### src/io_wdt_map.svh
// offsets, field positions and timing counts of the i/o read watchdog
`ifndef IO_WDT_MAP_SVH
`define IO_WDT_MAP_SVH

// -----------------------------------------------------------------
// i/o port addresses
// -----------------------------------------------------------------
`define WDT_PORT_DISABLE 16'h0045
`define WDT_PORT_ENABLE_REFRESH 16'h0443

// -----------------------------------------------------------------
// status byte returned on a port read
// -----------------------------------------------------------------
`define WDT_STAT_RUN_BIT 0
`define WDT_STAT_FIRE_BIT 1
`define WDT_STAT_ACT_LSB 2
`define WDT_STAT_PER_LSB 4
`define WDT_STAT_RESET 8'h00

// -----------------------------------------------------------------
// timing
// -----------------------------------------------------------------
`define WDT_CLK_PERIOD_NS 100
`define WDT_SECOND_NS 1000000000
`define WDT_TICKS_PER_SEC (`WDT_SECOND_NS / `WDT_CLK_PERIOD_NS)
`define WDT_PULSE_NS 1600
`define WDT_PULSE_CYC ((`WDT_PULSE_NS + `WDT_CLK_PERIOD_NS - 1) / `WDT_CLK_PERIOD_NS)

// -----------------------------------------------------------------
// periods in seconds
// -----------------------------------------------------------------
`define WDT_PERIOD_1S 8'h01
`define WDT_PERIOD_2S 8'h02
`define WDT_PERIOD_10S 8'h0a
`define WDT_PERIOD_20S 8'h14
`define WDT_PERIOD_110S 8'h6e
`define WDT_PERIOD_220S 8'hdc

`endif

### src/io_wdt_pkg.sv
// types shared by the i/o read watchdog
package io_wdt_pkg;

  typedef enum logic [2:0] {
    ST_DISABLED = 3'b001,
    ST_COUNTING = 3'b010,
    ST_FIRING = 3'b100
  } wdt_state_t;

  typedef enum logic [1:0] {
    ACT_OFF = 2'b00,
    ACT_RESET = 2'b01,
    ACT_NMI = 2'b10
  } wdt_action_t;

  // all pins that arrive from outside the clock domain
  typedef struct packed {
    logic [15:0] addr;
    logic rd_n;
    logic act12_short_n;
    logic act23_short_n;
    logic [2:0] period_short_n;
  } wdt_pins_t;

endpackage : io_wdt_pkg

### src/io_read_watchdog_timer.sv
// i/o read watchdog timer: enable/refresh and disable by host port reads
//
// Overview of operation
// - a read of the enable port while disabled starts counting the selected period.
// - a read of the disable port stops the watchdog so no timeout action follows.
// - a further enable-port read while enabled acts as a refresh.
// - each refresh restarts the period count from zero.
// - reaching the period without refresh asserts system reset or nmi per the action select.
// - after power-on the watchdog is disabled and does not count until an enable read.
// - action select: 2-3 (default) gives reset, 1-2 gives nmi, open disables the watchdog.
// - period select bit2/bit1/bit0 pick 1, 2, 10, 20, 110 or 220 seconds.
// - a select input counts as on when its pins are shorted and off when open.
// - besides the action and period select jumpers and the arst_n_i reset, the watchdog is controlled only by read cycles to its two i/o ports.
`include "io_wdt_map.svh"

module io_read_watchdog_timer #(
  parameter int unsigned TICKS_PER_SEC = `WDT_TICKS_PER_SEC
) (
  input wire logic ref_clk_i,
  input wire logic arst_n_i,
  input wire logic [15:0] io_addr_i,
  input wire logic io_rd_n_i,
  input wire logic act_sel12_short_n_i,
  input wire logic act_sel23_short_n_i,
  input wire logic period_sel_bit2_short_n_i,
  input wire logic period_sel_bit1_short_n_i,
  input wire logic period_sel_bit0_short_n_i,
  output logic [7:0] io_data_o,
  output logic io_data_oe_o,
  output logic sys_reset_o,
  output logic nmi_o
);

  // -----------------------------------------------------------------
  // pin synchroniser
  // -----------------------------------------------------------------
  io_wdt_pkg::wdt_pins_t pins_raw;
  io_wdt_pkg::wdt_pins_t sync1;
  io_wdt_pkg::wdt_pins_t sync2;
  io_wdt_pkg::wdt_pins_t next_sync1;
  io_wdt_pkg::wdt_pins_t next_sync2;
  logic rd_prev;
  logic next_rd_prev;

  // raw pin levels only; every decode waits until after both stages
  always_comb begin
    pins_raw.addr = io_addr_i;
    pins_raw.rd_n = io_rd_n_i;
    pins_raw.act12_short_n = act_sel12_short_n_i;
    pins_raw.act23_short_n = act_sel23_short_n_i;
    pins_raw.period_short_n = {period_sel_bit2_short_n_i, period_sel_bit1_short_n_i,
                               period_sel_bit0_short_n_i};
    next_sync1 = pins_raw;
    next_sync2 = sync1;
    next_rd_prev = sync2.rd_n;
  end

  always_ff @(posedge ref_clk_i or negedge arst_n_i) begin
    if (!arst_n_i) begin
      sync1 <= '{addr: 16'h0000, rd_n: 1'b1, act12_short_n: 1'b1, act23_short_n: 1'b1,
                 period_short_n: 3'h7};
      sync2 <= '{addr: 16'h0000, rd_n: 1'b1, act12_short_n: 1'b1, act23_short_n: 1'b1,
                 period_short_n: 3'h7};
      rd_prev <= 1'b1;
    end else begin
      sync1 <= next_sync1;
      sync2 <= next_sync2;
      rd_prev <= next_rd_prev;
    end
  end

  // -----------------------------------------------------------------
  // port decode and jumper decode
  // -----------------------------------------------------------------
  logic rd_start;
  logic hit_en;
  logic hit_dis;
  logic hit_any;
  io_wdt_pkg::wdt_action_t action;
  logic [7:0] period_secs;
  logic act12_on;
  logic act23_on;
  logic [2:0] period_on;

  // jumpers pull low when shorted, so on is the inverted synchronised pin
  always_comb begin
    act12_on = ~sync2.act12_short_n;
    act23_on = ~sync2.act23_short_n;
    period_on = ~sync2.period_short_n;
  end

  // one event per read cycle, taken on the falling read strobe
  always_comb begin
    rd_start = rd_prev && !sync2.rd_n;
    hit_en = rd_start && (sync2.addr == `WDT_PORT_ENABLE_REFRESH);
    hit_dis = rd_start && (sync2.addr == `WDT_PORT_DISABLE);
    hit_any = !sync2.rd_n && ((sync2.addr == `WDT_PORT_ENABLE_REFRESH) ||
                              (sync2.addr == `WDT_PORT_DISABLE));
  end

  // both links fitted is treated as the default reset choice
  always_comb begin
    if (act23_on) begin
      action = io_wdt_pkg::ACT_RESET;
    end else if (act12_on) begin
      action = io_wdt_pkg::ACT_NMI;
    end else begin
      action = io_wdt_pkg::ACT_OFF;
    end
  end

  // unlisted codes fall back to the shortest period, the safe side
  always_comb begin
    case (period_on)
      3'b111: period_secs = `WDT_PERIOD_1S;
      3'b011: period_secs = `WDT_PERIOD_2S;
      3'b101: period_secs = `WDT_PERIOD_10S;
      3'b001: period_secs = `WDT_PERIOD_20S;
      3'b110: period_secs = `WDT_PERIOD_110S;
      3'b010: period_secs = `WDT_PERIOD_220S;
      default: period_secs = `WDT_PERIOD_1S;
    endcase
  end

  // -----------------------------------------------------------------
  // second time base
  // -----------------------------------------------------------------
  logic tick;
  logic tick_clear;

  wdt_tick_gen #(
    .TICKS(TICKS_PER_SEC)
  ) u_tick (
    .ref_clk_i(ref_clk_i),
    .arst_n_i(arst_n_i),
    .clear_i(tick_clear),
    .tick_o(tick)
  );

  // -----------------------------------------------------------------
  // watchdog state machine
  // -----------------------------------------------------------------
  io_wdt_pkg::wdt_state_t state;
  io_wdt_pkg::wdt_state_t next_state;
  logic [7:0] sec_cnt;
  logic [7:0] next_sec_cnt;
  logic [4:0] pulse_cnt;
  logic [4:0] next_pulse_cnt;
  io_wdt_pkg::wdt_action_t fire_kind;
  io_wdt_pkg::wdt_action_t next_fire_kind;
  logic expired;

  // the sub-second phase restarts with every refresh
  always_comb begin
    tick_clear = hit_en || (state != io_wdt_pkg::ST_COUNTING);
    expired = tick && ((sec_cnt + 8'h01) >= period_secs);
  end

  always_comb begin
    next_state = state;
    next_sec_cnt = sec_cnt;
    next_pulse_cnt = pulse_cnt;
    next_fire_kind = fire_kind;
    case (state)
      io_wdt_pkg::ST_DISABLED: begin
        if (hit_en && (action != io_wdt_pkg::ACT_OFF)) begin
          next_state = io_wdt_pkg::ST_COUNTING;
          next_sec_cnt = 8'h00;
        end
      end
      io_wdt_pkg::ST_COUNTING: begin
        if (hit_dis || (action == io_wdt_pkg::ACT_OFF)) begin
          next_state = io_wdt_pkg::ST_DISABLED;
          next_sec_cnt = 8'h00;
        end else if (hit_en) begin
          next_sec_cnt = 8'h00;
        end else if (expired) begin
          next_state = io_wdt_pkg::ST_FIRING;
          next_pulse_cnt = 5'(`WDT_PULSE_CYC - 1);
          next_fire_kind = action;
          next_sec_cnt = 8'h00;
        end else if (tick) begin
          next_sec_cnt = sec_cnt + 8'h01;
        end
      end
      io_wdt_pkg::ST_FIRING: begin
        // a started pulse always completes; a cut reset is worse than none
        if (pulse_cnt == 5'h00) begin
          next_state = io_wdt_pkg::ST_DISABLED;
        end else begin
          next_pulse_cnt = pulse_cnt - 5'h01;
        end
      end
      default: begin
        next_state = io_wdt_pkg::ST_DISABLED;
      end
    endcase
  end

  always_ff @(posedge ref_clk_i or negedge arst_n_i) begin
    if (!arst_n_i) begin
      state <= io_wdt_pkg::ST_DISABLED;
      sec_cnt <= 8'h00;
      pulse_cnt <= 5'h00;
      fire_kind <= io_wdt_pkg::ACT_RESET;
    end else begin
      state <= next_state;
      sec_cnt <= next_sec_cnt;
      pulse_cnt <= next_pulse_cnt;
      fire_kind <= next_fire_kind;
    end
  end

  // -----------------------------------------------------------------
  // outputs
  // -----------------------------------------------------------------
  logic [7:0] next_data;
  logic next_data_oe;
  logic next_reset;
  logic next_nmi;

  always_comb begin
    next_reset = (next_state == io_wdt_pkg::ST_FIRING) &&
                 (next_fire_kind == io_wdt_pkg::ACT_RESET);
    next_nmi = (next_state == io_wdt_pkg::ST_FIRING) &&
               (next_fire_kind == io_wdt_pkg::ACT_NMI);
    next_data_oe = hit_any;
    next_data = `WDT_STAT_RESET;
    next_data[`WDT_STAT_RUN_BIT] = (state == io_wdt_pkg::ST_COUNTING);
    next_data[`WDT_STAT_FIRE_BIT] = (state == io_wdt_pkg::ST_FIRING);
    next_data[`WDT_STAT_ACT_LSB +: 2] = action;
    next_data[`WDT_STAT_PER_LSB +: 3] = period_on;
  end

  always_ff @(posedge ref_clk_i or negedge arst_n_i) begin
    if (!arst_n_i) begin
      io_data_o <= `WDT_STAT_RESET;
      io_data_oe_o <= 1'b0;
      sys_reset_o <= 1'b0;
      nmi_o <= 1'b0;
    end else begin
      io_data_o <= next_data;
      io_data_oe_o <= next_data_oe;
      sys_reset_o <= next_reset;
      nmi_o <= next_nmi;
    end
  end
endmodule : io_read_watchdog_timer

### src/wdt_tick_gen.sv
// one-second tick generator with synchronous restart
`include "io_wdt_map.svh"

module wdt_tick_gen #(
  parameter int unsigned TICKS = `WDT_TICKS_PER_SEC
) (
  input wire logic ref_clk_i,
  input wire logic arst_n_i,
  input wire logic clear_i,
  output logic tick_o
);

  logic [23:0] count;
  logic [23:0] next_count;
  logic tick;
  logic next_tick;

  // -----------------------------------------------------------------
  // prescaler
  // -----------------------------------------------------------------
  always_comb begin
    next_count = count + 24'h00_0001;
    next_tick = 1'b0;
    if (clear_i) begin
      next_count = 24'h00_0000;
    end else if (count == 24'(TICKS - 1)) begin
      next_count = 24'h00_0000;
      next_tick = 1'b1;
    end
  end

  always_ff @(posedge ref_clk_i or negedge arst_n_i) begin
    if (!arst_n_i) begin
      count <= 24'h00_0000;
      tick <= 1'b0;
    end else begin
      count <= next_count;
      tick <= next_tick;
    end
  end

  assign tick_o = tick;

endmodule : wdt_tick_gen

### config.mk
export PLATFORM = sky130hd
export DESIGN_NAME = io_read_watchdog_timer
export DESIGN_NICKNAME = d
export VERILOG_FILES = /design/src/io_wdt_pkg.sv /design/src/io_read_watchdog_timer.sv /design/src/wdt_tick_gen.sv
export VERILOG_INCLUDE_DIRS = /design/src
export SDC_FILE = /design/constraint.sdc
export NUM_CORES = 1
export LEC_CHECK = 0
export BUFFER_PORTS_ARGS = -buffer_cell sky130_fd_sc_hd__buf_4
export CORE_MARGIN = 2
export CORE_UTILIZATION = 25
export DETAILED_ROUTE_END_ITERATION = 8
export MAX_ROUTING_LAYER = met4
export PLACE_DENSITY = 0.41
export SLEW_MARGIN = 20
export SYNTH_ARGS = -nofsm -noshare
export SYNTH_HDL_FRONTEND = slang
export SYNTH_SLANG_ARGS = --single-unit
### constraint.sdc
create_clock -name ref_clk_i -period 4.93 [get_ports ref_clk_i]
set_input_delay 0 -clock ref_clk_i [delete_from_list [all_inputs] [get_ports ref_clk_i]]
set_output_delay 0 -clock ref_clk_i [all_outputs]
set_load 0.05 [all_outputs]
==> impl_metrics.env, run 1 <==
export IMPL_synth_seq_area_share=0.604
export IMPL_power_density_nw_per_um2=323
export IMPL_arrival_ps=2960
export IMPL_fin_nets=446
export IMPL_clk_latency_ps=350
export IMPL_synth_seq_cells=98
export IMPL_stdcell_count=628
export IMPL_cts_sinks=98
export IMPL_first_pass_iters=4
export IMPL_synth_area_um2=4090
export IMPL_synthTopCellsByArea="dfrtp_1 51%, dfstp_2 9.6%, ha_1 4.6%, nor2_1 3.6%, xnor2_1 3.4%"
export IMPL_synth_warnings=0
export IMPL_grt_pass1_wl_um=13200
export IMPL_vias=2666
export IMPL_async_flop_share=1.00
export IMPL_grt_pass1_vias=2598
export IMPL_slew_violations=0
export IMPL_synth_cell_type_count=50
export IMPL_rows=46
export IMPL_max_cap_violations=0
export IMPL_path_clk_slew_ps=70
export IMPL_placed_area_um2=4570
export IMPL_routabilityCongestion=0.755
export IMPL_die_area_um2=17400
export IMPL_antenna_left=0
export IMPL_post_cts_setup_buffers=0
export IMPL_hold_path_class="input port to async pin"
export IMPL_drive_gt1_frac=0.184
export IMPL_timing_final_crit_share=0.552
export IMPL_slew_headroom=0.504
export IMPL_whs_ps=175
export IMPL_yosysTopAreaCell="dfrtp_1"
export IMPL_critical_path_class="flop to flop"
export IMPL_chipWidth_um=132
export IMPL_yosys_area_top_type_share=0.507
export IMPL_routed_wl_um=7840
export IMPL_fmaxAchievable_mhz=367
export IMPL_initial_core_util=0.257
export IMPL_cts_hold_buf=23
export IMPL_die_y_um=132
export IMPL_setup_viol=0
export IMPL_synth_common_cells="83 x dfrtp_1, 39 x nor2_1, 25 x nand2_1"
export IMPL_cts_resized=0
export IMPL_clock_path_buffers=2
export IMPL_wl_per_cell_um=12.5
export IMPL_peakVddDrop_v=0.000166
export IMPL_cp_start_kind="flop"
export IMPL_cts_tree="done"
export IMPL_crit_fanout=11
export IMPL_synth_area_per_cell_um2=11.8
export IMPL_skew_ps=7.51
export IMPL_synth_ff_type="dfrtp_1"
export IMPL_antenna_found_initial=0
export IMPL_area_growth_pct=25.1
export IMPL_cp_end_kind="flop"
export IMPL_n_antenna_cell=0
export IMPL_overflow=0
export IMPL_drc=0
export IMPL_tightestPinTransition_ps=745
export IMPL_num_io_pins=35
export IMPL_pre_cts_slack_ps=2220
export IMPL_syn_nets=385
export IMPL_required_ps=5160
export IMPL_grt_util_all_layers=0.0991
export IMPL_yosysMostFrequentCell="dfrtp_1"
export IMPL_setup_slack_ps=2210
export IMPL_hold_violations=0
export IMPL_period_minus_slack_ps=2720
export IMPL_tns_ps=0
export IMPL_grt_max_degree=62
export IMPL_dp_hpwl_um=5420
export IMPL_viasPerCell=4.25
export IMPL_grt_setup_unrepaired="no"
export IMPL_cts_made_buffers=9
export IMPL_dpl_cell_count=589
export IMPL_status="finished clean"
export IMPL_synth_cells=346
export IMPL_synth_edf_count=0
export IMPL_io_buffer_count=33
export IMPL_fin_area_um2=5120
export IMPL_htreeDepth=3
export IMPL_root_buffer="clkbuf_16"
export IMPL_p_leak_nw=2.19
export IMPL_coreArea_um2=15900
export IMPL_drtIter0Drc=121
report_power, final:
part | total [mW] | internal (mW) | switching, mW
Clock | 0.737 | 0.407 | 0.329
Sequential | 0.841 | 0.829 | 0.0119
Combinational | 0.0765 | 0.0354 | 0.0411
layout make-up:
| type | count | area [µm²] |
|---|---|---|
| multi-input combinational | 228 | 1520 |
| timing repair buffer | 58 | 493 |
| clock inverter | 7 | 97.6 |
| inverter | 12 | 45.0 |
| sequential | 98 | 2470 |
| clock buffer | 9 | 225 |
| tap | 216 | 270 |
| fill | 1624 | 10800 |
flip-flops by register name, indices dropped and copies added, names as in the netlist:
signal and cells:
fire_kind 2, sec_cnt 8, sync2 21, io_data_o 7, io_data_oe_o 1, sys_reset_o 1, pulse_cnt 5, nmi_o 1
next_sync2 22, next_rd_prev 1, state 3, u_tick.tick_o 1, u_tick.count 24, rd_prev 1
per-stage QoR:
step / util / total power, mW
global placement: 0.286 / 0.920
finish: 0.321 / 1.65
CTS: 0.321 / 1.69
detailed placement: 0.286 / 0.921
global route: 0.321 / 1.73
floorplan: - / 0.878
layer usage:
layer / vias to the layer above / part of all wire / GRT usage
met2: 37 / 0.44 / 0.142
met3: 9 / 0.036 / 0.0361
met1: 1300 / 0.51 / 0.129
met4: 0 / 0.014 / 0.0326
li1: 1320 / - / -
met5: - / 0 / -
path summary, 6_finish.rpt:
| check | endpoint | startpoint | slack, ps | cells past startpoint |
|---|---|---|---|---|
| worst max-delay path | fire_kind[1]$_DFF_PN0_ | sync2[0]$_DFF_PN1_ | 2210 | 10 |
| worst max register to register | fire_kind[1]$_DFF_PN0_ | sync2[0]$_DFF_PN1_ | 2210 | 10 |
| min in group ref_clk_i | next_sync2[5]$_DFF_PN1_ | io_rd_n_i | 300 | 2 |
| worst min register to register | sync2[21]$_DFF_PN0_ | next_sync2[21]$_DFF_PN0_ | 350 | 0 |
| worst min-delay path | io_data_o[0]$_DFF_PN0_ | arst_n_i | 180 | 2 |
| max in group asynchronous | sec_cnt[7]$_DFFE_PN0P_ | arst_n_i | 3630 | 3 |
cell usage in the layout (no fill, tap or decap), types with 3 or more instances in the layout:
cell type	count
and3_1	5
dfrtp_1	83
inv_1	12
nor2b_1	4
clkbuf_16	9
nor4_1	4
dfstp_2	15
nor3_1	11
nor2_1	39
a21oi_1	10
a32oi_1	3
ha_1	15
and4_1	4
dlygate4sd3_1	23
buf_4	35
xor2_1	12
o21ai_0	11
nand2b_1	4
nand3_1	20
nand2_1	25
nand4_1	5
xnor2_1	16
nor3b_1	5
worst max-delay path, cell delays in order, from the launching register on:
cell	delay [ps]
dfstp_2	550
inv_1	70
ha_1	300
a21oi_1	210
ha_1	280
nor3b_1	180
o21ai_0	120
a22oi_1	180
buf_4	210
nand2b_4	210
mux2_4	310
cell families (layout without fill, tap and decap cells):
logic type                 after synthesis  count (layout)  share of synthesized area
DFF                                     98              98                      0.604
other                                    1               1                   0.000916
AOI/OAI and AO/OA                       35              35                     0.0550
muxes                                    2               2                    0.00611
buffers and inverters                   20              86                     0.0257
and+or+nand+nor                        147             147                      0.203
adders and majority gates               15              15                     0.0459
xor gates and xnor gates                28              28                     0.0599
(Power assumes the default switching activity.)
==> run 2, diff against run 1 <==
==> constraint.sdc (replaced) <==
create_clock -name ref_clk_i -period 2.6 [get_ports ref_clk_i]
set_input_delay 0 -clock ref_clk_i [delete_from_list [all_inputs] [get_ports ref_clk_i]]
set_output_delay 0 -clock ref_clk_i [all_outputs]
set_load 0.05 [all_outputs]
==> impl_metrics.env, run 2 (synthesis gave the netlist of run 1 again) <==
export IMPL_status="finished clean"
export IMPL_n_antenna_cell=0
export IMPL_cts_tree="done"
export IMPL_grt_util_all_layers=0.102
export IMPL_area_growth_pct=29.2
export IMPL_drtIter0Drc=95
export IMPL_slew_violations=0
export IMPL_cp_start_kind="flop"
export IMPL_fillers=1614
export IMPL_timing_final_crit_share=0.956
export IMPL_drive_gt1_frac=0.246
export IMPL_clk_latency_ps=350
export IMPL_regMostFlops="u_tick.count"
export IMPL_chipWidth_um=132
export IMPL_fin_total_pwr_mw=3.15
export IMPL_power_density_nw_per_um2=596
export IMPL_wl_per_cell_um=12.7
export IMPL_crit_fanout=5
export IMPL_period_minus_slack_ps=2490
export IMPL_rows=46
export IMPL_root_buffer="clkbuf_16"
export IMPL_skew_ps=9.13
export IMPL_die_area_um2=17400
export IMPL_largest_reg_flops=24
export IMPL_grt_max_degree=61
export IMPL_grt_pass1_vias=2776
export IMPL_tightestPinTransition_ps=759
export IMPL_viasPerCell=4.24
export IMPL_vias=2702
export IMPL_htreeDepth=3
export IMPL_peakVddDrop_v=0.000303
export IMPL_overflow=0
export IMPL_tns_ps=0
export IMPL_critical_path_class="flop to flop"
export IMPL_cts_made_buffers=9
export IMPL_cts_sinks=98
export IMPL_critPathBufInv=1
export IMPL_antenna_left=0
export IMPL_hold_violations=0
export IMPL_first_pass_iters=4
export IMPL_routed_wl_um=8110
export IMPL_fin_nets=456
export IMPL_crit_family="simple AND/OR/NAND/NOR gates"
export IMPL_cpMaxStageDelayCell="dfstp_2"
export IMPL_routabilityCongestion=0.749
export IMPL_setup_viol=0
export IMPL_io_buffer_count=33
export IMPL_clock_path_buffers=2
export IMPL_initial_core_util=0.257
export IMPL_required_ps=2840
export IMPL_max_cap_violations=0
export IMPL_drc=0
export IMPL_cp_end_kind="flop"
export IMPL_final_common_cell="dfrtp_1"
export IMPL_arrival_ps=2720
export IMPL_fmaxAchievable_mhz=402
export IMPL_hold_path_class="input port to async pin"
export IMPL_worstReg2RegStart="sync2[1]$_DFF_PN1_"
export IMPL_startpoint="sync2[1]$_DFF_PN1_"
export IMPL_dp_hpwl_um=5500
export IMPL_antenna_found_initial=0
export IMPL_grt_pass1_wl_um=13800
export IMPL_coreArea_um2=15900
export IMPL_crit_path_cell_trace="inv_2 -> ha_4 -> nor3b_2 -> a21oi_1 -> ha_1 -> nor3b_1 -> o21ai_1 -> a22oi_2 -> nand2b_4 -> mux2_4"
export IMPL_slew_headroom=0.494
export IMPL_max_stage_delay_ps=540
export IMPL_final_cell_mix="82 x dfrtp_1, 42 x buf_4, 35 x nor2_1, 25 x nand2_1, 23 x dlygate4sd3_1"
export IMPL_path_clk_slew_ps=70
export IMPL_die_y_um=132
export IMPL_p_leak_nw=2.24
export IMPL_num_io_pins=35
run 2: cell count changes in the layout (fill, tap and decap cells not counted), sizes merged:
| cell | delta |
|---|---|
| buf | +10 |
| clkinv | -1 |
| inv | +1 |
run 2: power by group:
group	switching, mW	total (mW)	internal, mW	leakage (nW)
Sequential	0.0229	1.59	1.57	1.23
Clock	0.628	1.40	0.771	0.155
Combinational	0.0834	0.159	0.0759	0.850
Total	0.734	3.15	2.42	2.24
run 2: per-stage QoR:
stage	hold WS (ps)	std cells	area, µm²	worst slack [ps]	util
floorplan	-296	346	4090	86.6	-
global placement	110	594	4620	33.8	0.290
detailed placement	110	594	4620	5.83	0.290
CTS	272	634	5170	-14.8	0.325
global route	283	638	5290	-35.8	0.332
finish	275	638	5290	115	0.332
run 2: layout make-up:
| class | instances | area [µm²] | share of cell area |
|---|---|---|---|
| Clock buffer | 9 | 225 | 0.0426 |
| Clock inverter | 7 | 92.6 | 0.0175 |
| Inverter | 12 | 45.0 | 0.00852 |
| Multi-Input combinational cell | 228 | 1600 | 0.303 |
| Sequential cell | 98 | 2470 | 0.468 |
| Tap cell | 216 | 270 | 0.0511 |
| Timing Repair Buffer | 68 | 582 | 0.110 |
run 2: timing repair:
item,CTS,global route
endpoints found under the hold margin,69,0
endpoints found under the setup margin,4,16
resized for setup,1,23
buffers inserted,1,3
pin swaps,0,7
cloned,0,1
hold buffers,23,0
run 2: routing by layer:
layer	wire length [µm]	share of wire	vias to the layer above	global-route usage
met1	3930	0.49	1318	0.130
met5	0	0	-	-
met2	3700	0.46	41	0.151
li1	-	-	1329	-
met4	158	0.019	0	0.0405
met3	319	0.039	14	0.0308
run 2: final timing paths:
| path | slack, ps | cells past startpoint | to |
|---|---|---|---|
| setup reg to reg | 110 | 10 | fire_kind[1]$_DFF_PN0_ |
| hold reg to reg | 350 | 0 | sync2[19]$_DFF_PN0_ |
| hold / removal | 270 | 2 | sync2[19]$_DFF_PN0_ |
| min in group ref_clk_i | 290 | 2 | next_sync2[5]$_DFF_PN1_ |
| max in group asynchronous | 1590 | 3 | sync2[4]$_DFF_PN1_ |
| setup / recovery | 110 | 10 | fire_kind[1]$_DFF_PN0_ |
==> run 3, diff against run 2 <==
--- a/config.mk
+++ b/config.mk
@@ -15,4 +15,5 @@
 export SLEW_MARGIN = 20
 export SYNTH_ARGS = -nofsm -noshare
 export SYNTH_HDL_FRONTEND = slang
+export SYNTH_HIERARCHICAL = 1
 export SYNTH_SLANG_ARGS = --single-unit
==> impl_metrics.env, run 3 <==
export IMPL_status="complete, but fails checks"
export IMPL_violations="setup timing"
export IMPL_tns_ps=-14.7
export IMPL_grt_pass1_vias=2848
export IMPL_final_cell_mix="83 x dfrtp_1, 46 x buf_4, 25 x nor2_1, 23 x dlygate4sd3_1, 21 x a21oi_1"
export IMPL_synth_edf_count=0
export IMPL_cts_made_buffers=9
export IMPL_period_minus_slack_ps=2610
export IMPL_area_growth_pct=29.8
export IMPL_synth_adder_area_share=0.0460
export IMPL_setup_viol=1
export IMPL_rows=46
export IMPL_clock_path_buffers=2
export IMPL_htreeDepth=3
export IMPL_hold_path_class="input port to async pin"
export IMPL_largest_reg_flops=24
export IMPL_synth_seq_area_share=0.606
export IMPL_required_ps=2840
export IMPL_r2r_end="fire_kind[1]$_DFF_PN0_"
export IMPL_fin_nets=459
export IMPL_viasPerCell=4.27
export IMPL_yosys_area_top_type_share=0.510
export IMPL_muxShareOfSynthArea=0.00767
export IMPL_fin_total_pwr_mw=3.09
export IMPL_fillers=1627
export IMPL_slew_violations=0
export IMPL_synth_cells=345
export IMPL_overflow=0
export IMPL_timing_final_crit_share=1.01
export IMPL_rr_worst_depth=10
export IMPL_fmaxAchievable_mhz=382
export IMPL_critical_path_class="flop to flop"
export IMPL_synth_compound_area_share=0.0881
export IMPL_worstReg2RegStart="sync2[1]$_DFF_PN1_"
export IMPL_placed_area_um2=4680
export IMPL_dpl_cell_count=601
export IMPL_root_buffer="clkbuf_16"
export IMPL_synth_seq_cells=98
export IMPL_dp_hpwl_um=5430
export IMPL_arrival_ps=2860
export IMPL_antenna_left=0
export IMPL_synth_area_um2=4080
export IMPL_chipWidth_um=132
export IMPL_syn_nets=384
export IMPL_crit_fanout=3
export IMPL_ff2ff_setup_slack_ps=-10
export IMPL_grt_setup_unrepaired="yes"
export IMPL_peakVddDrop_v=0.000302
export IMPL_synth_cell_type_count=59
export IMPL_synth_common_cells="83 x dfrtp_1, 26 x nor2_1, 22 x a21oi_1"
export IMPL_synth_area_per_cell_um2=11.8
export IMPL_synthTopCellsByArea="dfrtp_1 51%, dfstp_2 9.7%, ha_1 4.6%, a21oi_1 2.7%, xnor2_1 2.6%"
export IMPL_synth_xor_area_share=0.0451
export IMPL_grt_util_all_layers=0.102
export IMPL_first_pass_iters=4
export IMPL_p_leak_nw=2.32
export IMPL_final_common_cell="dfrtp_1"
export IMPL_yosysMostFrequentCell="dfrtp_1"
export IMPL_yosysTopAreaCell="dfrtp_1"
export IMPL_routed_wl_um=7920
export IMPL_antenna_found_initial=0
export IMPL_regMostFlops="u_tick/count"
export IMPL_n_antenna_cell=0
export IMPL_grt_pass1_wl_um=13700
export IMPL_die_area_um2=17300
export IMPL_routabilityCongestion=0.816
export IMPL_synth_ff_type="dfrtp_1"
export IMPL_drc=0
export IMPL_path_clk_slew_ps=70
export IMPL_tightestPinTransition_ps=767
export IMPL_async_flop_share=1.00
export IMPL_synth_top_family_by_area="simple AND/OR/NAND/NOR gates"
export IMPL_setup_slack_ps=-14.7
export IMPL_cts_sinks=98
export IMPL_skew_ps=7.59
export IMPL_cp_end_kind="flop"
export IMPL_fin_area_um2=5290
export IMPL_initial_core_util=0.257
export IMPL_power_density_nw_per_um2=584
export IMPL_synth_warnings=6
export IMPL_stdcell_count=641
export IMPL_grt_max_degree=55
export IMPL_cp_start_kind="flop"
export IMPL_synth_simple_gate_area_frac=0.180
export IMPL_clk_latency_ps=350
export IMPL_num_io_pins=35
export IMPL_io_buffer_count=33
export IMPL_die_y_um=132
export IMPL_drtIter0Drc=123
export IMPL_drive_gt1_frac=0.252
export IMPL_max_cap_violations=0
export IMPL_slew_headroom=0.485
export IMPL_wl_per_cell_um=12.3
export IMPL_cts_tree="done"
export IMPL_hold_violations=0
export IMPL_vias=2737
export IMPL_coreArea_um2=15900
## run 3: changes by cell type in the layout (fill, tap and decap cells not counted), sizes merged, moves of 4 or more
cell	previous run	this run
a21oi	10	23
nor2	39	27
or3	1	10
inv	15	23
nor3	11	4
nand3	20	14
a22o	1	6
nor3b	6	1
nand2	25	21
xnor2	16	12
## run 3: metrics by stage
| stage | hold slack (ps) | util | worst slack [ps] |
|---|---|---|---|
| final | 198 | 0.333 | -14.7 |
| after global routing | 252 | 0.333 | -105 |
| after CTS | 218 | 0.331 | -38.1 |
| after detailed placement | 65.7 | 0.295 | -103 |
| after global placement | 60.5 | 0.295 | -30.2 |
| after floorplan | -296 | - | 9.16 |
## run 3: cell families after synthesis
family          after synthesis
flops                        98
mux                           3
other cells                   1
buf+inv                      26
fa+ha+maj                    15
simple gates                127
xor+xnor                     21
compound gates               54
## run 3: how the worst max path moves through the flow
stage                       start                endpoint  slack, ps  cells past startpoint
6_report       sync2[1]$_DFF_PN1_  fire_kind[1]$_DFF_PN0_        -10                     10
5_1_grt        sync2[1]$_DFF_PN1_  fire_kind[1]$_DFF_PN0_       -110                     11
4_1_cts        sync2[0]$_DFF_PN1_  fire_kind[1]$_DFF_PN0_        -40                     11
3_5_place_dp   sync2[0]$_DFF_PN1_  fire_kind[1]$_DFF_PN0_       -100                     11
3_3_place_gp   sync2[0]$_DFF_PN1_  fire_kind[1]$_DFF_PN0_        -30                     11
2_1_floorplan  sync2[0]$_DFF_PN1_  fire_kind[1]$_DFF_PN0_          9                     11
## run 3: power by group
group / total (mW) / switching, mW / internal [mW] / leakage, nW
Sequential: 1.59 / 0.0154 / 1.57 / 1.23
Clock: 1.33 / 0.650 / 0.684 / 0.145
Combinational: 0.167 / 0.0862 / 0.0810 / 0.938
## run 3: cell type report
cell class | count | area [µm²] | area share
Tap cell | 216 | 270 | 0.0511
Timing Repair Buffer | 71 | 607 | 0.115
Clock buffer | 9 | 225 | 0.0426
Sequential cell | 98 | 2470 | 0.467
Multi-Input combinational cell | 221 | 1570 | 0.296
Clock inverter | 7 | 75.1 | 0.0142
Inverter | 19 | 73.8 | 0.0140
## run 3: per-layer routing
metal	part of all wire	vias to the layer above	GRT usage
met5	0	-	-
met4	0.016	0	0.0380
met3	0.040	8	0.0351
met2	0.48	39	0.159
met1	0.46	1331	0.122
li1	-	1359	-
## run 3: what timing repair did
action / CTS / global route
endpoints found under the hold margin: 57 / 0
endpoints found under the setup margin: 12 / 18
pin swaps: 1 / 3
resized for setup: 11 / 8
setup buffers: 1 / 0
hold buffers: 23 / 0
## run 3: critical path, cell delays in order, from the launching register on
cell and delay, ps:
dfstp_2 560, inv_4 50, ha_4 250, a21oi_1 50, or2_2 310, ha_1 300
nor2b_1 170, o31ai_4 300, nand2_2 130, nand2_4 100, mux2_4 300
